==> config.mk <==
export PLATFORM = sky130hd
export DESIGN_NAME = csrs_top
export DESIGN_NICKNAME = d
export VERILOG_FILES = /design/src/hw/csrs_pkg.sv /design/src/hw/csrs_top.sv
export SDC_FILE = /design/constraint.sdc
export NUM_CORES = 1
export LEC_CHECK = 0
export BUFFER_PORTS_ARGS = -buffer_cell sky130_fd_sc_hd__buf_2
export CAP_MARGIN = 40
export CORE_MARGIN = 2
export CORE_UTILIZATION = 30
export DETAILED_ROUTE_END_ITERATION = 6
export PLACE_DENSITY_LB_ADDON = 0.1
export SYNTH_ARGS = -nofsm -noshare
export SYNTH_HDL_FRONTEND = slang
export SYNTH_SLANG_ARGS = --single-unit
==> constraint.sdc <==
create_clock -name pclk -period 6.2 [get_ports pclk]
set_input_delay 0.31 -clock pclk [delete_from_list [all_inputs] [get_ports pclk]]
set_output_delay 0.31 -clock pclk [all_outputs]
set_load 0.005 [all_outputs]
==> src/hw/csrs_pkg.sv <==
// constants, modes and sequencer states for the clock source and reset sequencer
package csrs_pkg;

	// apb register byte offsets
	localparam logic [7:0] CSRS_CFG_OFS = 8'h00;
	localparam logic [7:0] CSRS_PCTL_OFS = 8'h04;
	localparam logic [7:0] CSRS_STAT_OFS = 8'h08;

	// configuration register fields
	localparam int CSRS_CFG_MODE_LSB = 0;
	localparam int CSRS_CFG_PIN_EN_BIT = 3;
	localparam int CSRS_CFG_POWER_UP_DELAY_TIMER_EN_BIT = 4;
	localparam int CSRS_CFG_W = 5;
	// internal rc, reset pin enabled, power-up delay enabled
	localparam logic [4:0] CSRS_CFG_RST = 5'h1c;

	// power control register fields
	localparam int CSRS_PCTL_FAST_BIT = 0;
	localparam logic CSRS_FAST_RST = 1'b1;

	// status register fields
	localparam int CSRS_STAT_RESET_BIT = 0;
	localparam int CSRS_STAT_PU_BIT = 1;
	localparam int CSRS_STAT_PIN_BIT = 2;
	localparam int CSRS_STAT_WDT_BIT = 3;
	localparam int CSRS_STAT_WAKE_BIT = 4;
	localparam int CSRS_STAT_TM_LSB = 5;
	localparam int CSRS_STAT_STALL_BIT = 9;
	localparam int CSRS_STAT_SLOW_BIT = 10;

	// clock period and timing figures
	localparam int CSRS_PCLK_NS = 40;
	localparam int CSRS_TO_SLOW_MIN_NS = 100000;
	localparam int CSRS_TO_FAST_MIN_NS = 1250;
	localparam int CSRS_PIN_FILTER_NS = 200;
	localparam int CSRS_TO_SLOW_CYC = (CSRS_TO_SLOW_MIN_NS + CSRS_PCLK_NS - 1) / CSRS_PCLK_NS;
	localparam int CSRS_TO_FAST_CYC = (CSRS_TO_FAST_MIN_NS + CSRS_PCLK_NS - 1) / CSRS_PCLK_NS;
	localparam int CSRS_PIN_FILTER_CYC = (CSRS_PIN_FILTER_NS + CSRS_PCLK_NS - 1) / CSRS_PCLK_NS;
	localparam int CSRS_OST_EDGES = 1024;
	localparam int CSRS_POWER_UP_DELAY_TIMER_TICKS = 1024;

	// clock source select encodings
	typedef enum logic [2:0] {
		LOW_POWER_CRYSTAL_MODE = 3'h0,
		STANDARD_CRYSTAL_MODE = 3'h1,
		HIGH_SPEED_CRYSTAL_MODE = 3'h2,
		EXTERNAL_CLOCK_MODE = 3'h3,
		INTERNAL_RC_MODE = 3'h4,
		INTERNAL_RC_DIVIDED_CLOCK_OUTPUT_MODE = 3'h5,
		RESISTOR_SET_RC_MODE = 3'h6,
		RESISTOR_SET_RC_DIVIDED_CLOCK_OUTPUT_MODE = 3'h7
	} csrs_mode_e;

	// delay chain states, one-hot
	typedef enum logic [3:0] {
		TM_HOLD = 4'h1,
		TM_POWER_UP_DELAY_TIMER = 4'h2,
		TM_OST = 4'h4,
		TM_RUN = 4'h8
	} csrs_tm_e;

endpackage

==> src/hw/csrs_top.sv <==
// clock source selection and reset sequencing with apb registers
`timescale 1ns/1ps

module csrs_top
	import csrs_pkg::*;
#(
	parameter int POWER_UP_DELAY_TIMER_TICKS = CSRS_POWER_UP_DELAY_TIMER_TICKS,
	parameter int OST_EDGES = CSRS_OST_EDGES,
	parameter int FILTER_CYC = CSRS_PIN_FILTER_CYC
)
(
	input wire logic pclk,
	input wire logic presetn,
	input wire logic ce,
	// apb slave
	input wire logic psel,
	input wire logic penable,
	input wire logic pwrite,
	input wire logic [7:0] paddr,
	input wire logic [31:0] pwdata,
	input wire logic [3:0] pstrb,
	output logic [31:0] prdata,
	output logic pready,
	output logic pslverr,
	// reset sources, sleep state and wake request
	input wire logic por_pulse,
	input wire logic brownout_reset,
	input wire logic reset_pin_n,
	input wire logic watchdog_timeout,
	input wire logic core_sleeping,
	input wire logic wake_request,
	// timing sources
	input wire logic power_up_delay_timer_rc_tick,
	input wire logic slow_osc_tick,
	input wire logic crystal_in_pin,
	// general purpose drive for the crystal out pin
	input wire logic gpio_drive_data,
	input wire logic gpio_drive_en,
	// crystal out pin
	output logic crystal_out_pin_o,
	output logic crystal_out_pin_oe_n,
	output logic crystal_out_is_gpio,
	output logic crystal_amp_en,
	// core side
	output logic core_reset,
	output logic core_stall,
	output logic reset_power_up,
	output logic wake_resume,
	output logic osc_run,
	output logic slow_clock_active
);

	// every piece of state in one record
	typedef struct packed {
		logic [CSRS_CFG_W-1:0] cfg; // mode, pin enable, delay enable
		logic fast_sel; // fast clock select
		logic [31:0] rdata; // read data captured in setup
		logic [3:0] filt_cnt; // pin stability counter
		logic pin_filt; // filtered pin level
		logic xin_prev; // last crystal input sample
		csrs_tm_e tm; // delay chain state
		logic ost_wake; // start-up count is for a wake
		logic [15:0] tcnt; // delay chain counter
		logic pu; // last reset was power-up kind
		logic last_pin; // last reset from pin
		logic last_wdt; // last reset from watchdog
		logic wake; // one-cycle resume pulse
		logic rst; // core reset
		logic slow; // slow speed in effect
		logic stalling; // speed change stall
		logic [11:0] scnt; // stall counter
		logic [1:0] div; // divide by four counter
		logic divided_clock_output; // divided clock
		logic pin_o; // crystal out pin data
		logic pin_oe_n; // crystal out pin enable
	} csrs_state_s;

	localparam csrs_state_s CSRS_ST_RST = '{
		cfg: CSRS_CFG_RST,
		fast_sel: CSRS_FAST_RST,
		rdata: 32'h0000_0000,
		filt_cnt: 4'h0,
		pin_filt: 1'b1,
		xin_prev: 1'b0,
		tm: TM_HOLD,
		ost_wake: 1'b0,
		tcnt: 16'h0000,
		pu: 1'b1,
		last_pin: 1'b0,
		last_wdt: 1'b0,
		wake: 1'b0,
		rst: 1'b1,
		slow: 1'b0,
		stalling: 1'b0,
		scnt: 12'h000,
		div: 2'h0,
		divided_clock_output: 1'b0,
		pin_o: 1'b0,
		pin_oe_n: 1'b1
	};

	csrs_state_s s_q; // registered state
	csrs_state_s s_d; // next state

	csrs_mode_e mode; // selected clock source
	logic is_xtal; // one of the three crystal modes
	logic is_rc; // internal or resistor rc
	logic is_divided_clock_output; // rc mode with clock out
	logic pin_rst; // filtered, enabled pin reset
	logic wdt_rst; // watchdog reset while running
	logic wake_ev; // wake from sleep
	logic xin_rise; // crystal input rising edge
	logic setup_ph; // apb setup phase
	logic wr_acc; // apb write access
	logic mapped; // address decodes
	logic [31:0] stat; // status word

	// mode decode
	always_comb
	begin
		mode = csrs_mode_e'(s_q.cfg[CSRS_CFG_MODE_LSB +: 3]);
		is_xtal = (mode == LOW_POWER_CRYSTAL_MODE) || (mode == STANDARD_CRYSTAL_MODE)
			|| (mode == HIGH_SPEED_CRYSTAL_MODE);
		is_rc = mode[2];
		is_divided_clock_output = mode[2] & mode[0];
	end

	// status word and apb decode
	always_comb
	begin
		stat = 32'h0000_0000;
		stat[CSRS_STAT_RESET_BIT] = s_q.rst;
		stat[CSRS_STAT_PU_BIT] = s_q.pu;
		stat[CSRS_STAT_PIN_BIT] = s_q.last_pin;
		stat[CSRS_STAT_WDT_BIT] = s_q.last_wdt;
		stat[CSRS_STAT_WAKE_BIT] = s_q.ost_wake;
		stat[CSRS_STAT_TM_LSB +: 4] = s_q.tm;
		stat[CSRS_STAT_STALL_BIT] = s_q.stalling;
		stat[CSRS_STAT_SLOW_BIT] = s_q.slow;
		setup_ph = psel & ~penable;
		wr_acc = psel & penable & pwrite & ce;
		mapped = (paddr == CSRS_CFG_OFS) || (paddr == CSRS_PCTL_OFS) || (paddr == CSRS_STAT_OFS);
	end

	// source conditioning
	always_comb
	begin
		// pin only counts when enabled, else tied inactive
		pin_rst = s_q.cfg[CSRS_CFG_PIN_EN_BIT] & ~s_q.pin_filt;
		// watchdog while awake resets, while asleep wakes
		wdt_rst = watchdog_timeout & ~core_sleeping;
		wake_ev = core_sleeping & (watchdog_timeout | wake_request);
		xin_rise = crystal_in_pin & ~s_q.xin_prev;
	end

	// next state
	always_comb
	begin
		s_d = s_q;
		s_d.wake = 1'b0;
		s_d.xin_prev = crystal_in_pin;

		// read data captured in setup so prdata comes from a flop
		if (setup_ph)
		begin
			unique case (paddr)
				CSRS_CFG_OFS: s_d.rdata = {27'h000_0000, s_q.cfg};
				CSRS_PCTL_OFS: s_d.rdata = {31'h0000_0000, s_q.fast_sel};
				CSRS_STAT_OFS: s_d.rdata = stat;
				default: s_d.rdata = 32'h0000_0000;
			endcase
		end

		// register writes, only the low lane holds fields
		if (wr_acc && pstrb[0])
		begin
			if (paddr == CSRS_CFG_OFS)
				s_d.cfg = pwdata[CSRS_CFG_W-1:0];
			else if (paddr == CSRS_PCTL_OFS)
				s_d.fast_sel = pwdata[CSRS_PCTL_FAST_BIT];
		end

		// pin level must hold steady before it is believed
		if (reset_pin_n == s_q.pin_filt)
			s_d.filt_cnt = 4'h0;
		else if (s_q.filt_cnt == 4'(FILTER_CYC - 1))
		begin
			s_d.pin_filt = reset_pin_n;
			s_d.filt_cnt = 4'h0;
		end
		else
			s_d.filt_cnt = s_q.filt_cnt + 4'h1;

		// delay chain
		unique case (s_q.tm)
			TM_HOLD:
			begin
				// brownout over: delay always applied
				s_d.tcnt = 16'h0000;
				if (!brownout_reset)
					s_d.tm = TM_POWER_UP_DELAY_TIMER;
			end
			TM_POWER_UP_DELAY_TIMER:
			begin
				// counted on the timer's own rc ticks
				if (power_up_delay_timer_rc_tick)
				begin
					if (s_q.tcnt == 16'(POWER_UP_DELAY_TIMER_TICKS - 1))
					begin
						s_d.tcnt = 16'h0000;
						s_d.tm = is_xtal ? TM_OST : TM_RUN;
					end
					else
						s_d.tcnt = s_q.tcnt + 16'h0001;
				end
			end
			TM_OST:
			begin
				// crystal input edges
				if (xin_rise)
				begin
					if (s_q.tcnt == 16'(OST_EDGES - 1))
					begin
						s_d.tcnt = 16'h0000;
						s_d.tm = TM_RUN;
						s_d.wake = s_q.ost_wake;
						s_d.ost_wake = 1'b0;
					end
					else
						s_d.tcnt = s_q.tcnt + 16'h0001;
				end
			end
			TM_RUN:
			begin
				// wake resumes; crystal modes first restart count
				if (wake_ev)
				begin
					if (is_xtal)
					begin
						s_d.tm = TM_OST;
						s_d.ost_wake = 1'b1;
						s_d.tcnt = 16'h0000;
					end
					else
						s_d.wake = 1'b1;
				end
			end
			default:
			begin
				// illegal code: restart the chain
				s_d.tm = TM_HOLD;
				s_d.tcnt = 16'h0000;
			end
		endcase

		// reset sources override the chain
		if (brownout_reset)
		begin
			// held and reinitialised until supply recovers
			s_d.tm = TM_HOLD;
			s_d.tcnt = 16'h0000;
			s_d.ost_wake = 1'b0;
			s_d.pu = 1'b1;
			s_d.last_pin = 1'b0;
			s_d.last_wdt = 1'b0;
		end
		else if (por_pulse)
		begin
			// delay starts with the pulse, if enabled
			if (s_q.cfg[CSRS_CFG_POWER_UP_DELAY_TIMER_EN_BIT])
				s_d.tm = TM_POWER_UP_DELAY_TIMER;
			else
				s_d.tm = is_xtal ? TM_OST : TM_RUN;
			s_d.tcnt = 16'h0000;
			s_d.ost_wake = 1'b0;
			s_d.pu = 1'b1;
			s_d.last_pin = 1'b0;
			s_d.last_wdt = 1'b0;
		end
		else if (pin_rst || wdt_rst)
		begin
			// no delays; a running power-up chain continues
			if (s_q.ost_wake)
			begin
				s_d.tm = TM_RUN;
				s_d.ost_wake = 1'b0;
				s_d.tcnt = 16'h0000;
			end
			if (s_q.tm == TM_RUN)
				s_d.pu = 1'b0;
			s_d.last_pin = pin_rst;
			s_d.last_wdt = wdt_rst;
			s_d.wake = 1'b0;
		end

		// core reset: every source gone and every stage done
		s_d.rst = brownout_reset | por_pulse | pin_rst | wdt_rst
			| (s_d.tm == TM_HOLD) | (s_d.tm == TM_POWER_UP_DELAY_TIMER)
			| ((s_d.tm == TM_OST) & ~s_d.ost_wake);

		// dual speed in rc modes only
		if (s_d.rst || !is_rc)
		begin
			s_d.slow = 1'b0;
			s_d.stalling = 1'b0;
			s_d.scnt = 12'h000;
			if (s_d.rst)
				s_d.fast_sel = CSRS_FAST_RST;
		end
		else if (s_q.stalling)
		begin
			// core stalled while the oscillator retunes
			if (s_q.scnt == 12'h000)
			begin
				s_d.stalling = 1'b0;
				s_d.slow = ~s_q.slow;
			end
			else
				s_d.scnt = s_q.scnt - 12'h001;
		end
		else if (s_q.fast_sel == s_q.slow)
		begin
			s_d.stalling = 1'b1;
			if (s_q.slow)
				s_d.scnt = 12'(CSRS_TO_FAST_CYC - 1);
			else
				s_d.scnt = 12'(CSRS_TO_SLOW_CYC - 1);
		end

		// divided clock, slow rate follows its fixed own tick
		if (s_d.rst || !is_rc)
		begin
			s_d.div = 2'h0;
			s_d.divided_clock_output = 1'b0;
		end
		else if (!s_q.slow || slow_osc_tick)
		begin
			s_d.div = s_q.div + 2'h1;
			s_d.divided_clock_output = s_d.div[1];
		end

		// crystal out pin function
		if (is_xtal)
		begin
			// pin belongs to the crystal amplifier
			s_d.pin_o = 1'b0;
			s_d.pin_oe_n = 1'b1;
		end
		else if (is_divided_clock_output)
		begin
			s_d.pin_o = s_d.divided_clock_output;
			s_d.pin_oe_n = 1'b0;
		end
		else
		begin
			// external clock or rc without clock out
			s_d.pin_o = gpio_drive_data;
			s_d.pin_oe_n = ~gpio_drive_en;
		end
	end

	// state register, frozen while ce is low
	always_ff @(posedge pclk or negedge presetn)
	begin
		if (!presetn)
			s_q <= CSRS_ST_RST;
		else if (ce)
			s_q <= s_d;
	end

	// outputs
	always_comb
	begin
		prdata = s_q.rdata;
		pready = ce;
		pslverr = psel & penable & ~mapped;
		crystal_out_pin_o = s_q.pin_o;
		crystal_out_pin_oe_n = s_q.pin_oe_n;
		crystal_out_is_gpio = ~is_xtal & ~is_divided_clock_output;
		crystal_amp_en = is_xtal;
		core_reset = s_q.rst;
		core_stall = s_q.stalling | ((s_q.tm == TM_OST) & s_q.ost_wake);
		// register file: undefined registers read as zero and raise pslverr
		reset_power_up = s_q.rst & s_q.pu;
		wake_resume = s_q.wake;
		osc_run = is_rc & ~s_q.rst;
		slow_clock_active = s_q.slow;
	end

endmodule

==> qor.yml <==
synthesis:
  synth_seq_area_share: 0.395
  ys_async_sr_fraction: 1.00
  synthCells: 469
  netlist_area_um2: 4330
  synth_seq_cells: 68
  ys_warn_count: 0
  synth_edf_count: 0
  avgSynthCellArea_um2: 9.24
  ys.flop_type: "dfrtp_1"
  synth_cell_type_count: 65
sta:
  finalHoldViolCount: 0
  min_period_over_period: 0.524
  max_freq_mhz: 308
  finalSetupViolations: 0
  worstMarginPinSlew_ns: 0.809
  fin_tns_setup_ns: 0
  clock_skew_ns: 0.00997
  rsz0062_at_grt: "no"
  maxSlewHeadroom: 0.447
  maxSlewViolCount: 0
  finalCriticalPeriod_ns: 3.25
die:
  dieArea_um2: 15400
  start_util: 0.310
  die_height_um: 124
  num_rows: 43
  chipWidth_um: 124
  coreArea_um2: 14000
  num_io_pins: 105
drt:
  viasPerCell: 5.20
  firstDrtPassIters: 4
  wire_per_inst_um: 16.1
  route.detailed.drc: 0
  via_count: 3573
  final_antenna_net_count: 0
  drt_iter0_drc: 204
  drt-total-wl_um: 11100
finish:
  ff_latch_area_um2: 1710
  multi_input_area_um2: 2260
  fillers: 1467
  final_area_um2: 4890
  antenna_cells: 0
  nNetsFinal: 569
  synthToLayoutAreaGrowth_pct: 12.9
  drive_above_1_share: 0.205
placed_design:
  io_buffers: 53
  place_congestion: 0.821
  placed_area_um2: 4580
  hpwl_um: 7760
critical_path:
  required_ns: 6.41
  max_stage_delay_ns: 0.78
  cp.buffers_inverters: 0
  critPathLaunchType: "flip-flop"
  crit_path_top_delay_cell: "a2111oi_0"
  crit_path_end_kind: "flip-flop"
  path_cells: "ha_1 -> and3_1 -> and4_1 -> a2111oi_0 -> a211oi_2 -> o211ai_4 -> o21ai_2 -> a221o_1"
  crit_type: "reg -> reg"
  crit_family: "compound AO/OA/AOI/OAI gates"
  crit_path_max_fanout: 15
  arrival_ns: 3.46
clock_tree:
  insertion_delay_ns: 0.34
  clk_pin_slew_ns: 0.06
  numClockSinks: 68
  clockBufferDepth: 2
  post_cts_buffers: 0
  cts_tree: "done"
  cts_root_buf: "clkbuf_16"
  numCtsBuffers: 9
  htreeDepth: 3
grt:
  grt_overflow: 0
  grt_start_max_net_pins: 52
  antenna_found_initial: 0
  grt_pass1_wl_um: 17400
  grt_pass1_vias: 3326
  groute.usage.overall: 0.149
power_and_ir_drop:
  ir_drop_v: 0.000116
  powerDensity_nw_per_um2: 229
  p_leak_nw: 2.17
worst_hold_path:
  hold_path.class: "in -> reg"
status:
  status: "completed"
job:
  maxCapViolCount: 0
area by class of cell:
| type | count | area share |
|---|---|---|
| timing repair buffer | 59 | 0.0675 |
| clock buffer | 9 | 0.0460 |
| multi-input combinational | 347 | 0.461 |
| clock inverter | 7 | 0.0156 |
| inverter | 17 | 0.0130 |
| sequential | 68 | 0.350 |
| tap | 180 | 0.0460 |
Yosys cell counts, drive strengths merged, types with 7 or more instances:
master | number | area (um2)
dfrtp | 59 | 1480
nand2 | 36 | 135
clkbuf | 14 | 52.6
nand3 | 14 | 70.1
mux2i | 9 | 90.1
or3 | 7 | 43.8
o21ai | 47 | 239
a22o | 13 | 114
mux2 | 8 | 90.1
o31ai | 7 | 52.6
o2bb2ai | 13 | 114
nor3 | 8 | 40.0
buf | 43 | 322
nand2b | 10 | 62.6
dfstp | 9 | 236
nor2 | 27 | 101
inv | 17 | 63.8
a21oi | 14 | 70.1
nor2b | 7 | 43.8
nor4 | 10 | 68.8
per-stage QoR:
step	hold WS, ns	total power, W	setup slack, ns	util	cells
after global placement	0.463	0.000601	3.01	0.325	668
after floorplan	0.0144	0.000568	3.52	-	489
after global routing	0.201	0.00117	2.78	0.350	687
after CTS	0.196	0.00114	3.01	0.350	687
final	0.211	0.00112	2.95	0.350	687
after detailed placement	0.295	0.000604	3.03	0.327	670
state kept, by name, indices dropped and copies added (netlist names):
name and cells:
slow_clock_active 1, s_q 49, core_reset 1, prdata 11
is_rc 1, crystal_out_pin_o 1, wake_resume 1, mode 2
crystal_out_pin_oe_n 1
worst register-to-register path, cell delays in order (launching register included):
cell,delay [ns]
dfrtp_1,0.40
ha_1,0.24
and3_1,0.25
and4_1,0.27
a2111oi_0,0.78
a211oi_2,0.21
o211ai_4,0.27
o21ai_2,0.27
a221o_1,0.43
repair_timing:
action,in CTS,in global routing
hold buffers,1,0
hold endpoints to repair,15,0
gates resized for setup,0,0
endpoints found under the setup margin,0,0
path summary, 6_finish.rpt:
kind | cells past startpoint | slack [ns] | to | start
worst max-delay path | 8 | 2.95 | s_q[16] | s_q[24]
worst min-delay path | 2 | 0.21 | s_q[45] | crystal_in_pin
worst max register to register | 8 | 2.95 | s_q[16] | s_q[24]
worst min register to register | 2 | 0.47 | prdata[0] | prdata[0]
max in group asynchronous | 4 | 5.14 | crystal_out_pin_oe_n | presetn
min in group asynchronous | 3 | 0.46 | s_q[44] | presetn
placed cells by master (no fill, tap or decap), types with 9 or more instances in the layout:
cell and count:
dfrtp_1 59, buf_2 54, o21ai_0 46, nand2_1 36, nor2_1 27, conb_1 21
inv_1 16, a21oi_1 14, nand3_1 14, a22o_1 13, o2bb2ai_1 13, nand2b_1 10
nor4_1 9, mux2i_1 9, clkbuf_16 9, dfstp_2 9
cells by family (layout without fill, tap and decap cells):
kind of cell,Yosys count,in the layout,share of synthesized area
adders and majority gates,6,6,0.0173
muxes,17,17,0.0416
and+or+nand+nor,152,152,0.195
AOI/OAI and AO/OA,143,143,0.232
xor gates and xnor gates,8,8,0.0162
other,1,21,0.000865
DFF,68,68,0.395
buffers and inverters,74,92,0.101
power breakdown:
group / switching (W) / internal (W)
clock: 0.000211 / 0.000313
sequential: 0.0000201 / 0.000463
combinational: 0.0000672 / 0.0000450
layer usage:
metal | track usage | vias to the layer above | routed length, um | part of all wire
met3 | 0.0353 | 14 | 523 | 0.047
met5 | 0 | - | 0 | 0
li1 | - | 1751 | - | -
met4 | 0.0590 | 0 | 206 | 0.019
met1 | 0.198 | 1723 | 5400 | 0.49
met2 | 0.234 | 85 | 4960 | 0.45
Note: power is estimated with default switching activity, not from simulation.
